==> src/design/salr_pkg.sv <==
// Constants and helpers for the lookup-table status and configuration block
package salr_pkg;
    // Register indices; the byte address is four times the index
    localparam logic [15:0] RD_LOWER_IDX  = 16'h1805;
    localparam logic [15:0] RD_UPPER_IDX  = 16'h1806;
    localparam logic [15:0] CMD_STS_IDX   = 16'h1808;
    localparam logic [15:0] CFG_IDX       = 16'h1809;
    localparam logic [31:0] RD_LOWER_ADDR = {14'h0000, RD_LOWER_IDX, 2'h0};
    localparam logic [31:0] RD_UPPER_ADDR = {14'h0000, RD_UPPER_IDX, 2'h0};
    localparam logic [31:0] CMD_STS_ADDR  = {14'h0000, CMD_STS_IDX, 2'h0};
    localparam logic [31:0] CFG_ADDR      = {14'h0000, CFG_IDX, 2'h0};

    // Read-back upper word fields
    localparam int UP_EOT_BIT     = 27;
    localparam int UP_VALID_BIT   = 26;
    localparam int UP_PRIO_EN_BIT = 22;
    localparam int UP_PRIO_MSB    = 21;
    localparam int UP_PRIO_LSB    = 19;
    localparam int UP_PORT_MSB    = 18;
    localparam int UP_PORT_LSB    = 16;
    localparam int UP_MAC_MSB     = 15;
    localparam logic [31:0] UP_RESET = 32'h0000_0000;

    // Command status fields
    localparam int STS_INIT_BIT = 1;
    localparam int STS_PEND_BIT = 0;
    localparam logic PEND_RESET = 1'b0;

    // Configuration fields and reset values
    localparam int CFG_AGE_MSB   = 27;
    localparam int CFG_AGE_LSB   = 16;
    localparam int CFG_BCAST_BIT = 2;
    localparam int CFG_AGE_EN_BIT = 1;
    localparam int CFG_TEST_BIT  = 0;
    localparam logic [11:0] CFG_AGE_RESET    = 12'h129;
    localparam logic        CFG_BCAST_RESET  = 1'b0;
    localparam logic        CFG_AGE_EN_RESET = 1'b1;
    localparam logic        CFG_TEST_RESET   = 1'b0;

    // Timing at a 5 ns clock
    localparam int CLK_PERIOD_NS = 5;
    localparam int INIT_TIME_NS  = 20000;
    localparam int INIT_CYCLES   = INIT_TIME_NS / CLK_PERIOD_NS;
    localparam int MS_TIME_NS    = 1000000;
    localparam int S_TIME_NS     = 1000000000;
    localparam int MS_CYCLES     = MS_TIME_NS / CLK_PERIOD_NS;
    localparam int S_CYCLES      = S_TIME_NS / CLK_PERIOD_NS;

    // Port code to a mask of ports 2..0; the reserved code gives no port
    function automatic logic [2:0] salr_port_mask(input logic [2:0] code);
        logic [2:0] m;
        m = 3'h0;
        unique case (code)
            3'h0: m = 3'h1;
            3'h1: m = 3'h2;
            3'h2: m = 3'h4;
            3'h3: m = 3'h0;
            3'h4: m = 3'h3;
            3'h5: m = 3'h5;
            3'h6: m = 3'h6;
            3'h7: m = 3'h7;
        endcase
        return m;
    endfunction
endpackage

==> src/design/salr_ctl_if.sv <==
// Control carrier between the register core, aging timer and table init
`timescale 1ns/100ps
interface salr_ctl_if;
    logic [11:0] age_time;
    logic        age_en;
    logic        age_ms;
    logic        age_tick;
    logic        init_done;
    modport core (output age_time, output age_en, output age_ms,
                  input age_tick, input init_done);
    modport age  (input age_time, input age_en, input age_ms,
                  output age_tick);
    modport init (output init_done);
endinterface

==> src/design/salr_top.sv <==
// Lookup-table read-back, command status and configuration registers
//
// The AHB-Lite register port was decided locally.
`timescale 1ns/100ps
// How it works
// - Priority applies only when entry and global enabled
// - Port code decodes to single, multiple or no ports
// - Low sixteen bits return the MAC tail
// - Init-done flag sets itself after table init
// - Packets dropped during about twenty microseconds init
// - Pending bit set during command, clears itself
// - Aging time is value plus one units
// - Config bit two permits broadcast table entries
// - Config bit one enables aging, resets set
// - Config bit zero switches aging unit milliseconds
// - Read-back words loaded by get-entry commands
// - Bit twenty-two reports entry priority enable
module salr_top
    import salr_pkg::*;
#(
    parameter int MS_CYC = MS_CYCLES,  // Cycles per millisecond
    parameter int S_CYC  = S_CYCLES    // Cycles per second
) (
    input  wire logic        ref_clk,          // Core clock, 200 MHz
    input  wire logic        rst,              // Fabric reset, async high
    input  wire logic        hsel,             // AHB slave select
    input  wire logic [31:0] haddr,            // AHB address
    input  wire logic [1:0]  htrans,           // AHB transfer type
    input  wire logic        hwrite,           // AHB write
    input  wire logic [2:0]  hsize,            // AHB size
    input  wire logic        hready,           // AHB bus ready
    input  wire logic [31:0] hwdata,           // AHB write data
    output logic      [31:0] hrdata,           // AHB read data
    output logic             hreadyout,        // AHB slave ready
    output logic             hresp,            // AHB response
    input  wire logic        cmd_start,        // Table command begins
    input  wire logic        cmd_done,         // Table command ends
    input  wire logic        cmd_get_entry,    // Get first/next issued
    input  wire logic        entry_load,       // Read-back load strobe
    input  wire logic [31:0] entry_lower,      // First 32 MAC bits
    input  wire logic [27:0] entry_upper,      // Upper word fields
    input  wire logic        match_valid,      // Destination match seen
    input  wire logic        match_prio_en,    // Matched entry prio en
    input  wire logic [2:0]  match_prio,       // Matched entry priority
    input  wire logic [2:0]  match_port,       // Matched entry port code
    input  wire logic        dest_priority_global_en, // Global DA prio
    input  wire logic        chk_valid,        // Entry write to check
    input  wire logic [47:0] chk_mac,          // MAC of that entry
    output logic             pkt_prio_valid,   // Priority override valid
    output logic      [2:0]  pkt_prio,         // Priority to use
    output logic      [2:0]  fwd_port_mask,    // Ports of matched entry
    output logic      [2:0]  rd_port_mask,     // Ports of read-back entry
    output logic             entry_permit,     // Entry may be stored
    output logic             drop_rx,          // Drop received packets
    output logic             table_init_complete, // Table init done
    output logic             age_tick          // Aging period elapsed
);
    if (MS_CYC < 1 || S_CYC < MS_CYC) begin : g_chk
        $error("salr_top: unit counts out of range");
    end

    salr_ctl_if ctl ();

    salr_init u_init (
        .ref_clk (ref_clk),
        .rst     (rst),
        .ctl     (ctl.init)
    );

    salr_age #(
        .MS_CYC (MS_CYC),
        .S_CYC  (S_CYC)
    ) u_age (
        .ref_clk (ref_clk),
        .rst     (rst),
        .ctl     (ctl.age)
    );

    // Bus address phase capture
    logic        wr_pend_reg;
    logic        wr_pend_next;
    logic [31:0] wr_addr_reg;
    logic [31:0] wr_addr_next;
    logic [31:0] rdata_reg;
    logic [31:0] rdata_next;
    logic        take;

    // Register state
    logic [31:0] lower_reg;
    logic [31:0] lower_next;
    logic [31:0] upper_reg;
    logic [31:0] upper_next;
    logic        pend_reg;
    logic        pend_next;
    logic [11:0] age_time_reg;
    logic [11:0] age_time_next;
    logic        bcast_reg;
    logic        bcast_next;
    logic        age_en_reg;
    logic        age_en_next;
    logic        test_reg;
    logic        test_next;

    // Packet-side results
    logic        prio_v_reg;
    logic        prio_v_next;
    logic [2:0]  prio_reg;
    logic [2:0]  prio_next;
    logic [2:0]  fwd_reg;
    logic [2:0]  fwd_next;
    logic [2:0]  rdm_reg;
    logic [2:0]  rdm_next;
    logic        permit_reg;
    logic        permit_next;

    logic [31:0] sts_word;
    logic [31:0] cfg_word;

    assign take = hsel && hready && htrans[1];

    assign sts_word = {30'h0, ctl.init_done, pend_reg};
    assign cfg_word = {4'h0, age_time_reg, 13'h0000,
                       bcast_reg, age_en_reg, test_reg};

    // Read data is fixed in the address phase so hrdata is a flop
    always_comb begin
        wr_pend_next = take && hwrite;
        wr_addr_next = take ? haddr : wr_addr_reg;
        rdata_next   = rdata_reg;
        if (take && !hwrite) begin
            unique case (haddr)
                RD_LOWER_ADDR: rdata_next = lower_reg;
                RD_UPPER_ADDR: rdata_next = upper_reg;
                CMD_STS_ADDR:  rdata_next = sts_word;
                CFG_ADDR:      rdata_next = cfg_word;
                default:       rdata_next = 32'h0000_0000;
            endcase
        end
    end

    always_comb begin
        lower_next    = lower_reg;
        upper_next    = upper_reg;
        pend_next     = pend_reg;
        age_time_next = age_time_reg;
        bcast_next    = bcast_reg;
        age_en_next   = age_en_reg;
        test_next     = test_reg;
        // Get-entry clears valid before the search result lands
        if (cmd_get_entry) begin
            upper_next[UP_VALID_BIT] = 1'b0;
        end
        if (entry_load) begin
            lower_next = entry_lower;
            upper_next = {4'h0, entry_upper};
        end
        // Start wins over done in the same cycle
        if (cmd_start) begin
            pend_next = 1'b1;
        end else if (cmd_done) begin
            pend_next = 1'b0;
        end
        // Only the configuration word is writable
        if (wr_pend_reg && wr_addr_reg == CFG_ADDR) begin
            age_time_next = hwdata[CFG_AGE_MSB:CFG_AGE_LSB];
            bcast_next    = hwdata[CFG_BCAST_BIT];
            age_en_next   = hwdata[CFG_AGE_EN_BIT];
            test_next     = hwdata[CFG_TEST_BIT];
        end
    end

    always_comb begin
        prio_v_next = match_valid && match_prio_en
                      && dest_priority_global_en;
        prio_next   = match_valid ? match_prio : prio_reg;
        fwd_next    = match_valid ? salr_port_mask(match_port)
                                  : fwd_reg;
        rdm_next    = salr_port_mask(
                          upper_reg[UP_PORT_MSB:UP_PORT_LSB]);
        permit_next = permit_reg;
        if (chk_valid) begin
            permit_next = (chk_mac != 48'hffff_ffff_ffff)
                          || bcast_reg;
        end
    end

    always_ff @(posedge ref_clk or posedge rst) begin
        if (rst) begin
            wr_pend_reg  <= 1'b0;
            wr_addr_reg  <= 32'h0000_0000;
            rdata_reg    <= 32'h0000_0000;
            lower_reg    <= 32'h0000_0000;
            upper_reg    <= UP_RESET;
            pend_reg     <= PEND_RESET;
            age_time_reg <= CFG_AGE_RESET;
            bcast_reg    <= CFG_BCAST_RESET;
            age_en_reg   <= CFG_AGE_EN_RESET;
            test_reg     <= CFG_TEST_RESET;
            prio_v_reg   <= 1'b0;
            prio_reg     <= 3'h0;
            fwd_reg      <= 3'h0;
            rdm_reg      <= 3'h0;
            permit_reg   <= 1'b0;
        end else begin
            wr_pend_reg  <= wr_pend_next;
            wr_addr_reg  <= wr_addr_next;
            rdata_reg    <= rdata_next;
            lower_reg    <= lower_next;
            upper_reg    <= upper_next;
            pend_reg     <= pend_next;
            age_time_reg <= age_time_next;
            bcast_reg    <= bcast_next;
            age_en_reg   <= age_en_next;
            test_reg     <= test_next;
            prio_v_reg   <= prio_v_next;
            prio_reg     <= prio_next;
            fwd_reg      <= fwd_next;
            rdm_reg      <= rdm_next;
            permit_reg   <= permit_next;
        end
    end

    assign ctl.age_time = age_time_reg;
    assign ctl.age_en   = age_en_reg;
    assign ctl.age_ms   = test_reg;

    // Zero-wait slave, never an error response
    assign hreadyout = 1'b1;
    assign hresp     = 1'b0;
    assign hrdata    = rdata_reg;

    assign pkt_prio_valid      = prio_v_reg;
    assign pkt_prio            = prio_reg;
    assign fwd_port_mask       = fwd_reg;
    assign rd_port_mask        = rdm_reg;
    assign entry_permit        = permit_reg;
    assign drop_rx             = !ctl.init_done;
    assign table_init_complete = ctl.init_done;
    assign age_tick            = ctl.age_tick;

    property p_prio;
        @(posedge ref_clk) disable iff (rst)
        match_valid && !(match_prio_en && dest_priority_global_en)
        |=> !pkt_prio_valid;
    endproperty
    a_prio: assert property (p_prio)
        else $error("priority applied without both enables");

    property p_port;
        @(posedge ref_clk) disable iff (rst)
        match_valid && match_port == 3'h3 |=> fwd_port_mask == 3'h0;
    endproperty
    a_port: assert property (p_port)
        else $error("reserved port code selected a port");

    property p_load;
        @(posedge ref_clk) disable iff (rst)
        entry_load |=> upper_reg[15:0] == $past(entry_upper[15:0])
                       && upper_reg[22] == $past(entry_upper[22]);
    endproperty
    a_load: assert property (p_load)
        else $error("read-back upper word not loaded");

    property p_pend;
        @(posedge ref_clk) disable iff (rst)
        cmd_start ##1 (!cmd_done [*2]) |-> pend_reg;
    endproperty
    a_pend: assert property (p_pend)
        else $error("pending lost before command done");

    property p_pend_clr;
        @(posedge ref_clk) disable iff (rst)
        cmd_done && !cmd_start |=> !sts_word[STS_PEND_BIT];
    endproperty
    a_pend_clr: assert property (p_pend_clr)
        else $error("pending did not clear");

    property p_cfg_wr;
        @(posedge ref_clk) disable iff (rst)
        take && hwrite && haddr == CFG_ADDR ##1 1'b1
        |=> cfg_word == ($past(hwdata) & 32'h0fff_0007);
    endproperty
    a_cfg_wr: assert property (p_cfg_wr)
        else $error("configuration write not stored");

    property p_bcast;
        @(posedge ref_clk) disable iff (rst)
        chk_valid && chk_mac == 48'hffff_ffff_ffff && !bcast_reg
        |=> !entry_permit;
    endproperty
    a_bcast: assert property (p_bcast)
        else $error("broadcast entry permitted while disallowed");

    property p_ro;
        @(posedge ref_clk) disable iff (rst)
        take && hwrite && haddr != CFG_ADDR && !entry_load
        && !cmd_get_entry ##1 !entry_load && !cmd_get_entry
        |=> upper_reg == $past(upper_reg, 2);
    endproperty
    a_ro: assert property (p_ro)
        else $error("write changed a read-only word");

    property p_sts_rd;
        @(posedge ref_clk) disable iff (rst)
        take && !hwrite && haddr == CMD_STS_ADDR
        |=> hrdata[31:2] == 30'h0 && hrdata[1] == $past(ctl.init_done);
    endproperty
    a_sts_rd: assert property (p_sts_rd)
        else $error("status read wrong");
endmodule

==> src/design/salr_init.sv <==
// Table initialisation sequencer run after each fabric reset
`timescale 1ns/100ps
module salr_init
    import salr_pkg::*;
(
    input wire logic ref_clk,  // Core clock
    input wire logic rst,      // Fabric reset, async high
    salr_ctl_if.init ctl       // Init done flag out
);
    localparam int CW = $clog2(INIT_CYCLES + 1);
    logic [CW-1:0] cnt_reg;
    logic [CW-1:0] cnt_next;
    logic          done_reg;
    logic          done_next;

    always_comb begin
        cnt_next  = cnt_reg;
        done_next = done_reg;
        if (!done_reg) begin
            if (cnt_reg == CW'(INIT_CYCLES - 1)) begin
                done_next = 1'b1;
            end else begin
                cnt_next = cnt_reg + 1'b1;
            end
        end
    end

    always_ff @(posedge ref_clk or posedge rst) begin
        if (rst) begin
            cnt_reg  <= '0;
            done_reg <= 1'b0;
        end else begin
            cnt_reg  <= cnt_next;
            done_reg <= done_next;
        end
    end

    assign ctl.init_done = done_reg;

    property p_init_len;
        @(posedge ref_clk) disable iff (rst)
        $rose(done_reg) |-> $past(cnt_reg) == CW'(INIT_CYCLES - 1);
    endproperty
    a_init_len: assert property (p_init_len)
        else $error("init done not after 20 us");

    property p_init_stay;
        @(posedge ref_clk) disable iff (rst)
        done_reg |=> done_reg;
    endproperty
    a_init_stay: assert property (p_init_stay)
        else $error("init done dropped without reset");
endmodule

==> src/design/salr_age.sv <==
// Aging period timer in seconds or test milliseconds
`timescale 1ns/100ps
module salr_age
    import salr_pkg::*;
#(
    parameter int MS_CYC = MS_CYCLES,  // Cycles per millisecond
    parameter int S_CYC  = S_CYCLES    // Cycles per second
) (
    input wire logic ref_clk,  // Core clock
    input wire logic rst,      // Fabric reset, async high
    salr_ctl_if.age  ctl       // Aging settings and tick
);
    if (MS_CYC < 1 || S_CYC < MS_CYC) begin : g_chk
        $error("salr_age: unit counts out of range");
    end

    logic [31:0] pre_reg;
    logic [31:0] pre_next;
    logic [11:0] unit_reg;
    logic [11:0] unit_next;
    logic        tick_reg;
    logic        tick_next;
    logic        unit_pulse;
    logic [31:0] unit_len;

    // Test mode swaps the unit, not the programmed count
    assign unit_len   = ctl.age_ms ? 32'(MS_CYC - 1) : 32'(S_CYC - 1);
    assign unit_pulse = ctl.age_en && pre_reg >= unit_len;

    always_comb begin
        pre_next  = pre_reg;
        unit_next = unit_reg;
        tick_next = 1'b0;
        if (!ctl.age_en) begin
            pre_next  = '0;
            unit_next = '0;
        end else if (unit_pulse) begin
            pre_next = '0;
            if (unit_reg >= ctl.age_time) begin
                unit_next = '0;
                tick_next = 1'b1;
            end else begin
                unit_next = unit_reg + 1'b1;
            end
        end else begin
            pre_next = pre_reg + 1'b1;
        end
    end

    always_ff @(posedge ref_clk or posedge rst) begin
        if (rst) begin
            pre_reg  <= '0;
            unit_reg <= '0;
            tick_reg <= 1'b0;
        end else begin
            pre_reg  <= pre_next;
            unit_reg <= unit_next;
            tick_reg <= tick_next;
        end
    end

    assign ctl.age_tick = tick_reg;

    property p_age_off;
        @(posedge ref_clk) disable iff (rst)
        !ctl.age_en ##1 !ctl.age_en |-> !tick_reg;
    endproperty
    a_age_off: assert property (p_age_off)
        else $error("aging tick while aging disabled");

    property p_age_unit;
        @(posedge ref_clk) disable iff (rst)
        // A unit switch mid-count may cut that one period short
        unit_pulse && ctl.age_ms && $past(ctl.age_ms)
        |-> pre_reg == 32'(MS_CYC - 1);
    endproperty
    a_age_unit: assert property (p_age_unit)
        else $error("test unit is not one millisecond");
endmodule

==> config.mk <==
export PLATFORM = sky130hd
export DESIGN_NAME = salr_top
export DESIGN_NICKNAME = d
export VERILOG_FILES = /design/src/design/salr_pkg.sv /design/src/design/salr_ctl_if.sv /design/src/design/salr_top.sv /design/src/design/salr_init.sv /design/src/design/salr_age.sv
export SDC_FILE = /design/constraint.sdc
export NUM_CORES = 1
export LEC_CHECK = 0
export BUFFER_PORTS_ARGS = -buffer_cell sky130_fd_sc_hd__buf_2
export CAP_MARGIN = 40
export CORE_UTILIZATION = 25
export DETAILED_ROUTE_END_ITERATION = 10
export PLACE_DENSITY = 0.47
export SLEW_MARGIN = 10
export SYNTH_ARGS = -nofsm -noshare
export SYNTH_HDL_FRONTEND = slang
export SYNTH_SLANG_ARGS = --single-unit
==> constraint.sdc <==
create_clock -name ref_clk -period 8.1 [get_ports ref_clk]
set_input_delay 1.62 -clock ref_clk [delete_from_list [all_inputs] [get_ports ref_clk]]
set_output_delay 1.62 -clock ref_clk [all_outputs]
set_load 0.03 [all_outputs]
# Word level (Yosys, flattened, before mapping)
# Memories as Yosys holds them, arrays and structs flattened. A register that Yosys moved wholly into a read port is not among the register bits.
# Cells that the tools add are included.
[op_classes]
n_reduce_logical = 14
bitwise = 2
n_eq_ne = 8
add_sub_neg = 3
magnitude_cmp = 2
muxes = 16
[op_table]
columns = ["op", "n"]
rows = [
  ["== test 32 x 15 -> 1 bit, second input constant", 5],
  ["one-hot mux 32 bit (4 select lines)", 1],
  ["2-to-1 mux 32 bit", 2],
  ["inequality test 48 bit, second input constant", 1],
  ["2-to-1 mux 12 bit", 3],
  ["adder 32 x 1 -> 32 bit, second input constant", 1],
  ["greater-or-equal comparator 32 bit", 1],
  ["2-to-1 mux 28 bit", 1],
  ["2-to-1 mux 27 bit", 1],
  ["adder 12 x 1 -> 12 bit, second input constant", 2],
  ["== test 12 bit, second input constant", 1],
  ["greater-or-equal comparator 12 bit", 1],
  ["logical AND 1 bit", 8],
  ["2-to-1 mux 1 bit", 8],
  ["nonzero test 2 bit", 2],
  ["logical NOT 1 bit", 2],
  ["inequality test 2 x 1 -> 1 bit, second input constant", 1],
  ["inverter 1 bit", 2],
  ["AND reduction 2 bit", 1],
  ["logical OR 1 bit", 1],
]
[totals]
memories = 2
register_bits = 204
output_inout_bits = 48
elab_cells = 66
input_bits = 196
mem_bits_ro = 48
[memory_table]
columns = ["name", "depth", "width", "rd", "rd_clocked_by_memory_dff", "write_ports", "line_no", "rtl"]
rows = [
  ["(no name shown)", 8, 3, 1, 1, 0, "salr_pkg.sv:53", "unique case (code)"],
  ["(no name shown)", 8, 3, 1, 1, 0, "salr_pkg.sv:53", ""],
]

# Logic depth before layout (Yosys ltp)
[depth]
ltp_word = 5
mapped_depth = 10
depth_no_buf = 8

# Cells and area by module
# Synthesis repeated with hierarchy kept, for this count alone.
[hier_totals]
cells_unflattened = 818
area_unflattened_um2 = 9862.0
[modules_own_cells]
columns = ["module", "area_per_inst_um2", "n_inst", "seq_area_each_um2", "cells_per_inst"]
rows = [
  ["salr_top", 6437.4, 1, 3809.9, 471],
  ["salr_age", 2788.9, 1, 1126.1, 295],
  ["salr_init", 635.6, 1, 325.3, 52],
]

# Worst setup path before layout
# Ideal clock, no wire load.
[synth_path]
path_type = "input -> register"
start = "input port haddr[21]"
end = "register rdata_reg[3], in the netlist hrdata[3]"
stages = 8
setup_time_ns = 0.083
setup_slack_ns = 5.077
arrival_ns = 2.941
required_time_ns = 8.017
n_path_buf = 2
cell_sequence = "nor4_1 -> nand4_1 -> nor2_1 -> and3_1 -> buf_2 -> buf_2 -> a22oi_1 -> o21ai_0"
[synth_via]
elab_chain_cells = 2
word_cells_on_any_way = 5
cone_classes = "eq/ne: 4; mux: 1"
[synth_lines]
columns = ["item", "line_no", "rtl"]
rows = [
  ["start: declaration", "salr_top.sv:27", "input wire logic [31:0] haddr,"],
  ["== test 32 x 15 -> 1 bit", "salr_top.sv:131", "unique case (haddr)"],
  ["one-hot mux 32 bit (4 select lines) *", "salr_top.sv:131", ""],
  ["end signal: assignment", "salr_top.sv:207", "rdata_reg <= rdata_next;"],
  ["end: declaration", "salr_top.sv:84", "logic [31:0] rdata_reg;"],
]
# Mark *: on every way between the ends. The rest lies on a longest branch, timed or not.
# A chain may end at the register's enable or synchronous reset.

# Final worst setup path
[layout_path]
start = "input port haddr[4]"
end = "register rdata_reg[0], in the netlist hrdata[0]"
# Same word-level chain as after synthesis.

==> metrics.yaml <==
critical_path:
  crit_family: "simple AND/OR/NAND/NOR gates"
  crit_top_cell: "o21ai_0"
  worstSetupPathType: "input port to flip-flop"
  cp.depth: 7
  arrival_ns: 3.86
  worst-r2r-setup-slack_ns: 4.77
  crit_required_ns: 8.54
  crit_path_start_kind: "input port"
  endpoint_kind: "flip-flop"
  reg2regPathDepth: 8
  cp_num_buf_inv: 1
  cp_max_fo: 15
  slowest_delay_ns: 0.76
  critPathSlowestCell: "and2_1"
  cp_cell_sequence: "buf_2 > nor4b_1 > and2_1 > nand2_1 > o21ai_0 > a22oi_1 > o21ai_0"
power:
  p_sw_w: 0.000619
  pwr-share-comb_pct: 9.7
  p_int_w: 0.00196
  ir_worst_vdd_mv: 0.139
  fin_total_pwr_w: 0.00258
  p_per_area_mw_per_mm2: 210
  power.share.sequential_pct: 46.0
  switching_share_pct: 24.0
  p_clk_share_pct: 44.3
  power.leakage_nw: 5.55
floorplan:
  die_w_um: 198
  rows: 71
  initial_core_util_pct: 25.5
  die_area_mm2: 0.0392
  coreArea_mm2: 0.0378
  fp.dieH_um: 198
  io_pins: 244
timing:
  fin_crit_sh_pct: 42.2
  skew_ns: 0.0127
  finalHoldViolCount: 0
  relSlewSlack_pct: 41.6
  tightest_slew_ns: 0.874
  rsz0062_at_grt: "false"
  finalMaxSlewViolations: 0
  finalCriticalPeriod_ns: 3.42
  fmax_mhz: 292
  setup_violations: 0
  final.setup.tns_ns: 0
synthesis:
  synth_edf_count: 0
  yosys_warnings: 0
  syn_inst: 839
  avgSynthCellArea_um2: 11.5
  synthDistinctLibCells: 54
  synth_top_area_share_pct: 53.4
  ys_async_sr_fraction_pct: 100
  synthFlopType: "dfrtp_1"
  synth_area_mm2: 0.00961
  synth-seq-area-share_pct: 54.7
  yosys.area.top_type: "dfrtp_1"
  ys_ff_latch: 210
  ys_top_cells_by_area: "dfrtp_1 (53%), mux2_2 (11%), ha_1 (3.6%)"
global_routing:
  grt_pass1_wl_um: 42300
  antenna_found_initial: 6
  gr-total-overflow: 0
  met1_usage_pct: 17.7
  top_usage_layer: "met2"
  grt_pass1_vias: 7524
  grt_use_met3_pct: 2.98
  grt_max_degree: 105
  track_usage_pct: 13.8
  use_met2_pct: 23.6
run:
  maxCapViolations: 0
placed_design:
  dp_hpwl_um: 19500
  port_buffers: 220
  gp_congestion: 0.741
clocking:
  cts_htree_levels: 1
  post_cts_resize_count: 0
  clockBufferDepth: 3
  tritoncts: "yes"
  path_clk_slew_ns: 0.06
  cts_buffers: 25
  postCtsHoldBufs: 0
  clock-sinks: 210
  clk_latency_ns: 0.52
  cts-root-buf: "clkbuf_16"
  cts_setup_buffers: 0
layout:
  final_nets: 1291
  area_delta_synth_final_pct: 27.6
  drive_gt1_share_pct: 35.5
route:
  viasPerCell: 4.58
  wl_per_cell_um: 16.7
  ant_nets: 0
  dr.pass1.iters: 4
  vias: 7315
  drt_iter0_drc: 249
  wirelength_um: 26700
  detail_route.drc_violations: 0
worst_hold_path:
  hold_path.class: "flip-flop to flip-flop"
  hold_depth: 1
outcome:
  outcome: "finished clean"
[logic make-up after synthesis]
logic type | Yosys count | share of synthesized area, %
simple gates | 253 | 13.7
flops | 210 | 54.7
compound gates | 150 | 10.2
mux | 97 | 11.3
buf+inv | 59 | 2.62
xor+xnor | 40 | 3.64
fa+ha+maj | 28 | 3.64
other cells | 2 | 0.0781
[routing by layer]
layer	part of all wire, %	routed length (um)
met3	5.7	1530
met2	48	12900
met1	45	11900
met5	0.20	53
met4	1.5	401
[layout by cell type (no fill, tap or decap), types with 17 or more instances in the layout]
| cell type | instances |
|---|---|
| nand3_1 | 18 |
| inv_1 | 21 |
| clkbuf_16 | 25 |
| nand4_1 | 27 |
| o21ai_0 | 67 |
| buf_2 | 220 |
| a22oi_1 | 28 |
| mux2_2 | 96 |
| xnor2_1 | 19 |
| and3_1 | 17 |
| nand2_1 | 75 |
| ha_1 | 28 |
| dfrtp_1 | 205 |
| nor2_1 | 51 |
| xor2_1 | 21 |
[cell usage after synthesis, types with 6 or more instances]
library cell / count
a21oi_1: 14
a22o_1: 13
a22oi_1: 28
a32o_1: 10
and3_1: 17
buf_2: 6
clkbuf_1: 25
dfrtp_1: 205
ha_1: 28
inv_1: 22
mux2_2: 96
nand2_1: 75
nand3_1: 18
nand4_1: 27
nor2_1: 51
nor2b_1: 6
nor3_1: 8
nor3b_1: 8
nor4_1: 15
o21ai_0: 67
xnor2_1: 19
xor2_1: 21
[power groups by stage]
stage / registers (W) / clock network (W) / logic [W]
final: 0.00119 / 0.00114 / 0.000251
after detailed placement: 0.00121 / 0 / 0.000257
after global routing: 0.00120 / 0.00122 / 0.000281
after global placement: 0.00120 / 0 / 0.000246
after CTS: 0.00119 / 0.00118 / 0.000257
after floorplan: 0.00120 / 0 / 0.000150
[final cells by class]
type,count,area (um^2)
Clock inverter,5,56.3
Tap cell,511,639
Clock buffer,41,796
Sequential cell,210,5260
Antenna cell,1,2.50
Inverter,22,90.1
Multi-Input combinational cell,573,4120
Fill cell,3875,25500
Timing Repair Buffer,235,1300
[worst paths after layout]
kind                                    startpoint            endpoint
worst max-delay path                      haddr[4]           hrdata[0]
worst min-delay path            u_init.cnt_reg[11]  u_init.cnt_reg[11]
worst max register to register          ctl.age_ms   u_age.unit_reg[0]
worst min register to register  u_init.cnt_reg[11]  u_init.cnt_reg[11]
max in group asynchronous                      rst     age_time_reg[5]
min in group asynchronous                      rst         pkt_prio[2]
[worst reg2reg max path, delay by kind of cell, from the launching register on]
family                   cells  cell delay (ns)
AO/OA/AOI/OAI                3             0.99
AND/OR/NAND/NOR              3             1.12
buffers and inverters        1             0.16
adder cells (fa/ha/maj)      1             0.33
flip-flops                   1             0.66
[stage by stage]
stage / cell area, um^2 / util [%] / std cells / hold WS (ns) / worst slack [ns]
global placement: 11300 / 29.9 / 1545 / 0.453 / 3.95
detailed placement: 11400 / 30.2 / 1551 / 0.456 / 4.10
floorplan: 9630 / - / 842 / 0.437 / 0.751
CTS: 12300 / 32.5 / 1597 / 0.468 / 4.64
global route: 12300 / 32.5 / 1597 / 0.497 / 4.36
finish: 12300 / 32.5 / 1598 / 0.468 / 4.68
(Power assumes the default switching activity.)
